===== config.mk =====
export PLATFORM = sky130hd
export DESIGN_NAME = scsf_clock_ctrl
export DESIGN_NICKNAME = d
export VERILOG_FILES = /design/src/hdl/scsf_clock_ctrl.v /design/src/hdl/scsf_edge_watch.v
export VERILOG_INCLUDE_DIRS = /design/src /design/src/hdl
export SDC_FILE = /design/constraint.sdc
export NUM_CORES = 1
export LEC_CHECK = 0
export CAP_MARGIN = 20
export CORE_ASPECT_RATIO = 1.75
export CORE_MARGIN = 1
export CORE_UTILIZATION = 40
export DETAILED_ROUTE_END_ITERATION = 12
export DONT_BUFFER_PORTS = 1
export HOLD_SLACK_MARGIN = 0.02
export PLACE_DENSITY_LB_ADDON = 0.3
export SETUP_SLACK_MARGIN = 0.2
export SLEW_MARGIN = 10
export SYNTH_ARGS = -nofsm -noshare
export SYNTH_HDL_FRONTEND = slang
export SYNTH_SLANG_ARGS = --single-unit

===== constraint.sdc =====
create_clock -name core_clk -period 3.7 [get_ports core_clk]
set_input_delay 0.74 -clock core_clk [delete_from_list [all_inputs] [get_ports core_clk]]
set_output_delay 0.74 -clock core_clk [all_outputs]
set_load 0.1 [all_outputs]

===== src/hdl/scsf_consts.vh =====
// Constants for the system clock select and failover block.
// Assumes inclusion by bare name from hdl/ design files.
`ifndef SCSF_CONSTS_VH
`define SCSF_CONSTS_VH

// ****************************************
// Source selection codes
// ****************************************
`define SCSF_SRC_FAST        2'h0
`define SCSF_SRC_DIV         2'h1
`define SCSF_SRC_SLOW        2'h2
`define SCSF_SRC_EXT         2'h3
`define SCSF_SRC_RESET       2'h1

// ****************************************
// Source rates and divider
// ****************************************
`define SCSF_FAST_OSC_MHZ    48
`define SCSF_SLOW_OSC_KHZ    40
`define SCSF_DIV_RATIO       6
`define SCSF_DIV_HALF_M1     2'h2
`define SCSF_MAX_BUS_MHZ     48

// ****************************************
// Timing
// ****************************************
`define SCSF_CORE_CLK_MHZ    40
`define SCSF_EXT_TIMEOUT_NS  1000
`define SCSF_EXT_TIMEOUT_CYC ((`SCSF_EXT_TIMEOUT_NS * `SCSF_CORE_CLK_MHZ) / 1000)
`define SCSF_TMO_W           8

`endif


===== src/hdl/scsf_clock_ctrl.v =====
// System clock selection, glitch-free switching, bus clock division and
// external clock failover.
// Assumes source clocks arrive as asynchronous levels, sampled on core_clk.
`timescale 1ns/1ps
`default_nettype none
`include "scsf_consts.vh"

module scsf_clock_ctrl
(
  input  wire       core_clk,
  input  wire       rst_n,
  input  wire       fast_internal_osc,
  input  wire       slow_internal_osc,
  input  wire       external_clock_pin,
  input  wire [1:0] clk_select,
  input  wire [1:0] ahb_prescale,
  input  wire [1:0] apb_prescale,
  input  wire       fail_irq_enable,
  input  wire       fail_clear,
  output reg        sys_clk,
  output reg        cpu_clk,
  output reg        ahb_clk,
  output reg        apb_clk,
  output reg  [1:0] active_source,
  output wire       switching,
  output reg        ext_masked,
  output reg        fail_flag,
  output wire       fail_irq
);

  localparam [1:0] ST_RUN  = 2'h0;
  localparam [1:0] ST_OFF  = 2'h1;
  localparam [1:0] ST_ON   = 2'h2;

  // ****************************************
  // Input synchronisers
  // ****************************************
  wire [2:0] raw_in;
  wire [2:0] sync_in;
  reg  [2:0] meta_reg;
  reg  [2:0] sync_reg;

  assign raw_in = {external_clock_pin, slow_internal_osc, fast_internal_osc};

  genvar gi;
  generate
    for (gi = 0; gi < 3; gi = gi + 1)
    begin : g_sync
      always @(posedge core_clk or negedge rst_n)
      begin
        if (!rst_n)
        begin
          meta_reg[gi] <= 1'b0;
          sync_reg[gi] <= 1'b0;
        end
        else
        begin
          meta_reg[gi] <= raw_in[gi];
          sync_reg[gi] <= meta_reg[gi];
        end
      end
    end
  endgenerate

  assign sync_in = sync_reg;

  wire fast_lvl = sync_in[0];
  wire slow_lvl = sync_in[1];
  wire ext_lvl  = sync_in[2];

  // ****************************************
  // Divide-by-six of the fast oscillator
  // ****************************************
  reg       fast_prev_reg;
  reg [1:0] div_cnt_reg;
  reg       div_lvl_reg;

  always @(posedge core_clk or negedge rst_n)
  begin
    if (!rst_n)
    begin
      fast_prev_reg <= 1'b0;
      div_cnt_reg   <= 2'h0;
      div_lvl_reg   <= 1'b0;
    end
    else
    begin
      fast_prev_reg <= fast_lvl;
      if (fast_lvl && !fast_prev_reg)
      begin
        if (div_cnt_reg == `SCSF_DIV_HALF_M1)
        begin
          div_cnt_reg <= 2'h0;
          div_lvl_reg <= ~div_lvl_reg;
        end
        else
          div_cnt_reg <= div_cnt_reg + 2'h1;
      end
    end
  end

  // ****************************************
  // External clock monitor and failover flags
  // ****************************************
  wire ext_alive;
  wire ext_fail_pulse;

  scsf_edge_watch u_watch
  (
    .core_clk   (core_clk),
    .rst_n      (rst_n),
    .ext_level  (ext_lvl),
    .ext_alive  (ext_alive),
    .fail_pulse (ext_fail_pulse)
  );

  // Mask lifts only once software clears the flag and the clock runs again
  always @(posedge core_clk or negedge rst_n)
  begin
    if (!rst_n)
    begin
      fail_flag  <= 1'b0;
      ext_masked <= 1'b0;
    end
    else
    begin
      if (ext_fail_pulse)
        fail_flag <= 1'b1;
      else if (fail_clear)
        fail_flag <= 1'b0;
      if (ext_fail_pulse)
        ext_masked <= 1'b1;
      else if (!fail_flag && ext_alive)
        ext_masked <= 1'b0;
    end
  end

  assign fail_irq = fail_flag & fail_irq_enable;

  // ****************************************
  // Glitch-free source switch
  // ****************************************
  reg  [1:0] state_reg;
  reg  [1:0] target_reg;
  reg        gate_reg;
  wire [1:0] want_src;
  reg        cur_lvl;
  reg        tgt_lvl;

  // A masked external request falls back to the divided internal source
  assign want_src = (clk_select == `SCSF_SRC_EXT && (ext_masked || ext_fail_pulse)) ?
                    `SCSF_SRC_DIV : clk_select;

  always @*
  begin
    case (active_source)
      `SCSF_SRC_FAST: cur_lvl = fast_lvl;
      `SCSF_SRC_DIV:  cur_lvl = div_lvl_reg;
      `SCSF_SRC_SLOW: cur_lvl = slow_lvl;
      default:        cur_lvl = ext_lvl & ~ext_masked;
    endcase
    case (target_reg)
      `SCSF_SRC_FAST: tgt_lvl = fast_lvl;
      `SCSF_SRC_DIV:  tgt_lvl = div_lvl_reg;
      `SCSF_SRC_SLOW: tgt_lvl = slow_lvl;
      default:        tgt_lvl = ext_lvl;
    endcase
  end

  always @(posedge core_clk or negedge rst_n)
  begin
    if (!rst_n)
    begin
      state_reg     <= ST_RUN;
      target_reg    <= `SCSF_SRC_RESET;
      active_source <= `SCSF_SRC_RESET;
      gate_reg      <= 1'b1;
    end
    else
    begin
      case (state_reg)
        ST_RUN:
        begin
          if (want_src != active_source)
          begin
            target_reg <= want_src;
            state_reg  <= ST_OFF;
          end
        end
        ST_OFF:
        begin
          // A masked external source reads low, so a clock stuck high is not awaited
          if (!cur_lvl)
          begin
            gate_reg  <= 1'b0;
            state_reg <= ST_ON;
          end
        end
        ST_ON:
        begin
          // An external target that dies mid-switch would never be seen low
          if (target_reg == `SCSF_SRC_EXT && ext_masked)
            target_reg <= `SCSF_SRC_DIV;
          else if (!tgt_lvl)
          begin
            active_source <= target_reg;
            gate_reg      <= 1'b1;
            state_reg     <= ST_RUN;
          end
        end
        default:
          state_reg <= ST_RUN;
      endcase
    end
  end

  assign switching = (state_reg != ST_RUN);

  // ****************************************
  // System, CPU, AHB and APB clocks
  // ****************************************
  // Every source is at most 48 MHz, so dividing only ever keeps buses in range
  reg       sys_prev_reg;
  reg [2:0] ahb_cnt_reg;
  reg       ahb_next;
  reg       ahb_prev_reg;
  reg [2:0] apb_cnt_reg;
  reg       apb_next;

  always @*
  begin
    case (ahb_prescale)
      2'h0:    ahb_next = sys_clk;
      2'h1:    ahb_next = ahb_cnt_reg[0];
      2'h2:    ahb_next = ahb_cnt_reg[1];
      default: ahb_next = ahb_cnt_reg[2];
    endcase
    case (apb_prescale)
      2'h0:    apb_next = ahb_clk;
      2'h1:    apb_next = apb_cnt_reg[0];
      2'h2:    apb_next = apb_cnt_reg[1];
      default: apb_next = apb_cnt_reg[2];
    endcase
  end

  always @(posedge core_clk or negedge rst_n)
  begin
    if (!rst_n)
    begin
      sys_clk      <= 1'b0;
      sys_prev_reg <= 1'b0;
      ahb_cnt_reg  <= 3'h0;
      ahb_prev_reg <= 1'b0;
      apb_cnt_reg  <= 3'h0;
      ahb_clk      <= 1'b0;
      cpu_clk      <= 1'b0;
      apb_clk      <= 1'b0;
    end
    else
    begin
      sys_clk      <= gate_reg & cur_lvl;
      sys_prev_reg <= sys_clk;
      if (sys_clk && !sys_prev_reg)
        ahb_cnt_reg <= ahb_cnt_reg + 3'h1;
      ahb_clk      <= ahb_next;
      cpu_clk      <= ahb_next;
      ahb_prev_reg <= ahb_clk;
      if (ahb_clk && !ahb_prev_reg)
        apb_cnt_reg <= apb_cnt_reg + 3'h1;
      apb_clk      <= apb_next;
    end
  end

endmodule
`default_nettype wire


===== src/hdl/scsf_edge_watch.v =====
// External clock activity monitor.
// Assumes ext_level is already synchronised to core_clk.
`timescale 1ns/1ps
`default_nettype none
`include "scsf_consts.vh"

module scsf_edge_watch
(
  input  wire       core_clk,
  input  wire       rst_n,
  input  wire       ext_level,
  output wire       ext_alive,
  output reg        fail_pulse
);

  localparam integer           TIMEOUT_INT = `SCSF_EXT_TIMEOUT_CYC;
  localparam [`SCSF_TMO_W-1:0] TIMEOUT     = TIMEOUT_INT[`SCSF_TMO_W-1:0];

  reg                   level_reg;
  reg [`SCSF_TMO_W-1:0] idle_cnt_reg;
  reg [`SCSF_TMO_W-1:0] idle_cnt_next;
  wire                  any_edge;

  assign any_edge  = level_reg ^ ext_level;
  assign ext_alive = (idle_cnt_reg < TIMEOUT);

  always @*
  begin
    idle_cnt_next = idle_cnt_reg;
    if (any_edge)
      idle_cnt_next = {`SCSF_TMO_W{1'b0}};
    else if (idle_cnt_reg < TIMEOUT)
      idle_cnt_next = idle_cnt_reg + 1'b1;
  end

  // ****************************************
  // Idle counter saturates so a dead clock reports only once
  // ****************************************
  always @(posedge core_clk or negedge rst_n)
  begin
    if (!rst_n)
    begin
      level_reg    <= 1'b0;
      idle_cnt_reg <= {`SCSF_TMO_W{1'b0}};
      fail_pulse   <= 1'b0;
    end
    else
    begin
      level_reg    <= ext_level;
      idle_cnt_reg <= idle_cnt_next;
      fail_pulse   <= (idle_cnt_next == TIMEOUT) && (idle_cnt_reg != TIMEOUT);
    end
  end

endmodule
`default_nettype wire


==> flow_summary_export.csv <==
group,metric,value,unit
clock_network,cts_made_buffers,5,
critical_path,cpMostUsedCell,"buf_4",
logic_synthesis,synthDistinctLibCells,46,
sta,fin_skew,2.575,ps
job,drv_cap,0,
critical_path,worst_ep_arrival_time,1380,ps
layout,n_antenna_cell,0,
clock_network,cts.sinks,40,
clock_network,clockBufferDepth,2,
clock_network,htreeDepth,2,
routing,drtIter0Drc,20,
layout,largest_register_ffs,8,
routing,antenna_left,0,
die,ioPinCount,23,
routing,wl,3542,microns
die,dieWidth,53.63,microns
place,gp_congestion,0.9190,
logic_synthesis,synthArstFlopShare,100.0,%
clock_network,cts_tree,"yes",
pwr,vdd_drop_max,0.6602,mV
place,dpl.hpwl,2561,microns
critical_path,critPathBufInv,2,
pwr,leakage,0.9189,nW
critical_path,crit_family,"buffers and inverters",
critical_path,endpoint_kind,"primary output",
logic_synthesis,syn_area,0.001866,sq mm
min_path,hold_class,"primary input to asynchronous set/reset pin",
die,core_area,0.004444,sq mm
clock_network,clk_pin_slew,80,ps
logic_synthesis,ys_ff_latch,40,
sta,layout_worst_path_cycle_share,57.20,%
layout,areaGrowthSynthToFinish,11.00,%
critical_path,start_kind,"register",
global_route,grt_pass1_wl,5954,microns
pwr,power_density,849.1,mW/mm^2
critical_path,r2r_cells,3,
routing,avgViaCountPerCell,5.618,
clock_network,clock_latency,290,ps
logic_synthesis,synth_ff_type,"dfrtp_1",
layout,design.final.nets,190,
routing,drt-pass1-iter-count,4,
sta,setup_tns,0,ps
logic_synthesis,syn_area_per_cell,11.31,sq um
sta,fmax,472.5,MHz
critical_path,crit_start,"fail_flag",
sta,setup_viol,0,
critical_path,crit_type,"register to primary output",
die,rows,32,
logic_synthesis,yosysSeqAreaShare,53.86,%
global_route,grt_max_degree,41,
layout,fill_cells,407,
place,numPortBuffers,0,
clock_network,hold_buffers,0,
critical_path,path_cells,"buf_4, and2_1, buf_4",
critical_path,worstPathRequired,2960,ps
critical_path,crit-reg2reg-launch,"active_source[0]",
routing,drcViolationCount,0,
clock_network,cts_resized,0,
status,outcome,"finished clean",
critical_path,worst-path-stages,3,
sta,relSlewSlack,34.71,%
sta,slew_violations,0,
logic_synthesis,synth_edf_count,0,
pwr,power,0.001758,W
logic_synthesis,yosys_warnings,0,
global_route,grt_use_total,16.65,%
sta,hold-worst-slack,138.2,ps
sta,tightest_slew,979.4,ps
logic_synthesis,synth_cells,165,
sta,hold_violations,0,
critical_path,cpPeakStageDelay,330,ps
global_route,antenna_found_initial,0,
layout,drive_above_1_share,15.52,%
clock_network,post_cts_buffers,0,
die,start_util,41.98,%
sta,layout_min_cycle_time,2116,ps
die,die_area,0.004952,sq mm
global_route,grt-ovfl-total,0,
die,die-height,92.34,microns
critical_path,cp_slowest_cell,"dfrtp_1",
logic_synthesis,synth_fp_nets,182,
sta,rsz0062_at_grt,"false",
routing,wl_per_cell,15.74,microns
routing,vias,1264,
global_route,grt_pass1_vias,1339,
critical_path,path_max_fanout,4,
clock_network,clock-root-buffer,"clkbuf_8",
==> cell families after synthesis <==
logic type                 after synthesis  share of synthesized area, %
buffers and inverters                   15                         3.353
AOI/OAI and AO/OA                       27                         9.994
adders and majority gates                4                         2.683
xor gates and xnor gates                12                         5.634
and+or+nand+nor                         58                         16.77
muxes                                    9                         7.713
DFF                                     40                         53.86
==> metal layers <==
| metal | global-route usage [%] | routed length [microns] |
|---|---|---|
| met5 | 0 | 0 |
| met4 | 8.991 | 84 |
| met3 | 4.762 | 108 |
| met2 | 27.50 | 1937 |
| met1 | 18.37 | 1412 |
==> report_power, final <==
group / switching, W / leakage (nW) / internal (W) / total (W)
clock: 0.000150 / 0.0552 / 0.000200 / 0.000350
sequential: 0.000339 / 0.494 / 0.000572 / 0.000911
combinational: 0.000259 / 0.370 / 0.000239 / 0.000498
==> path summary, 6_finish.rpt <==
check	endpoint	slack, ps
min in group core_clk	fast_lvl	350
worst max register to register	gate_reg	1710
worst max-delay path	fail_irq	1580
worst min register to register	fast_lvl	350
worst min-delay path	apb_clk	140
max in group asynchronous	active_source[0]	3380
==> cell usage after synthesis, types with 2 or more instances <==
library cell  instances  share of area, %
dfstp_2               3               4.2
nand2b_1              4               1.3
mux2i_1               2               1.1
nand2_1              12               2.4
nand3_1               3              0.80
nor2_1               12               2.4
mux4_2                4               4.8
nor2b_1               6               2.0
buf_2                 2              0.54
and2_1                4               1.3
xnor2_1               8               3.8
mux2_2                2               1.2
a21oi_1               3              0.80
o21ai_0               7               1.9
or2_2                 2              0.67
nor3_1                5               1.3
inv_1                10               2.0
a21o_1                3               1.2
xor2_1                4               1.9
a31oi_1               2              0.67
nand3b_1              3               1.2
dfrtp_1              37                50
ha_1                  4               2.7
==> worst reg2reg max path, stage by stage, from the launching register on <==
cell      delay [ps]
dfstp_2          980
mux4_2           620
and2_4           180
nand3b_1         150
==> through the flow <==
| step | setup slack, ps | cells | instance area, sq um | util (%) |
|---|---|---|---|---|
| floorplan | 1167 | 165 | 1866 | - |
| global placement | 1746 | 215 | 1932 | 43.47 |
| detailed placement | 1705 | 215 | 1932 | 43.47 |
| CTS | 1542 | 223 | 2039 | 45.89 |
| global route | 1532 | 225 | 2071 | 46.59 |
| finish | 1584 | 225 | 2071 | 46.59 |
==> area by class of cell <==
cell class / instances / area (sq um) / area share, %
Clock inverter: 2 / 35.03 / 1.692
Clock buffer: 6 / 72.57 / 3.505
Inverter: 11 / 41.29 / 1.994
Sequential cell: 40 / 1006 / 48.58
Timing Repair Buffer: 5 / 53.80 / 2.598
Multi-Input combinational cell: 110 / 798.3 / 38.55
Tap cell: 51 / 63.81 / 3.082
==> cells in the final DEF (no fill, tap or decap), types with 2 or more instances in the layout <==
master and n:
buf_4 3, ha_1 4, or2_2 2, mux2i_1 2, a31oi_1 2, nor2_1 12, xor2_1 4, clkbuf_1 2
nand2b_1 4, mux4_2 4, a21o_1 3, a21oi_1 3, xnor2_1 8, nand3_1 3, mux2_2 2, and2_1 4
dfstp_2 3, dfrtp_1 36, clkbuf_8 5, nor3_1 5, nand3b_1 3, nand2_1 12, o21ai_0 7, nor2b_1 6
inv_1 10
No activity file was read; power rests on OpenSTA's default activity.
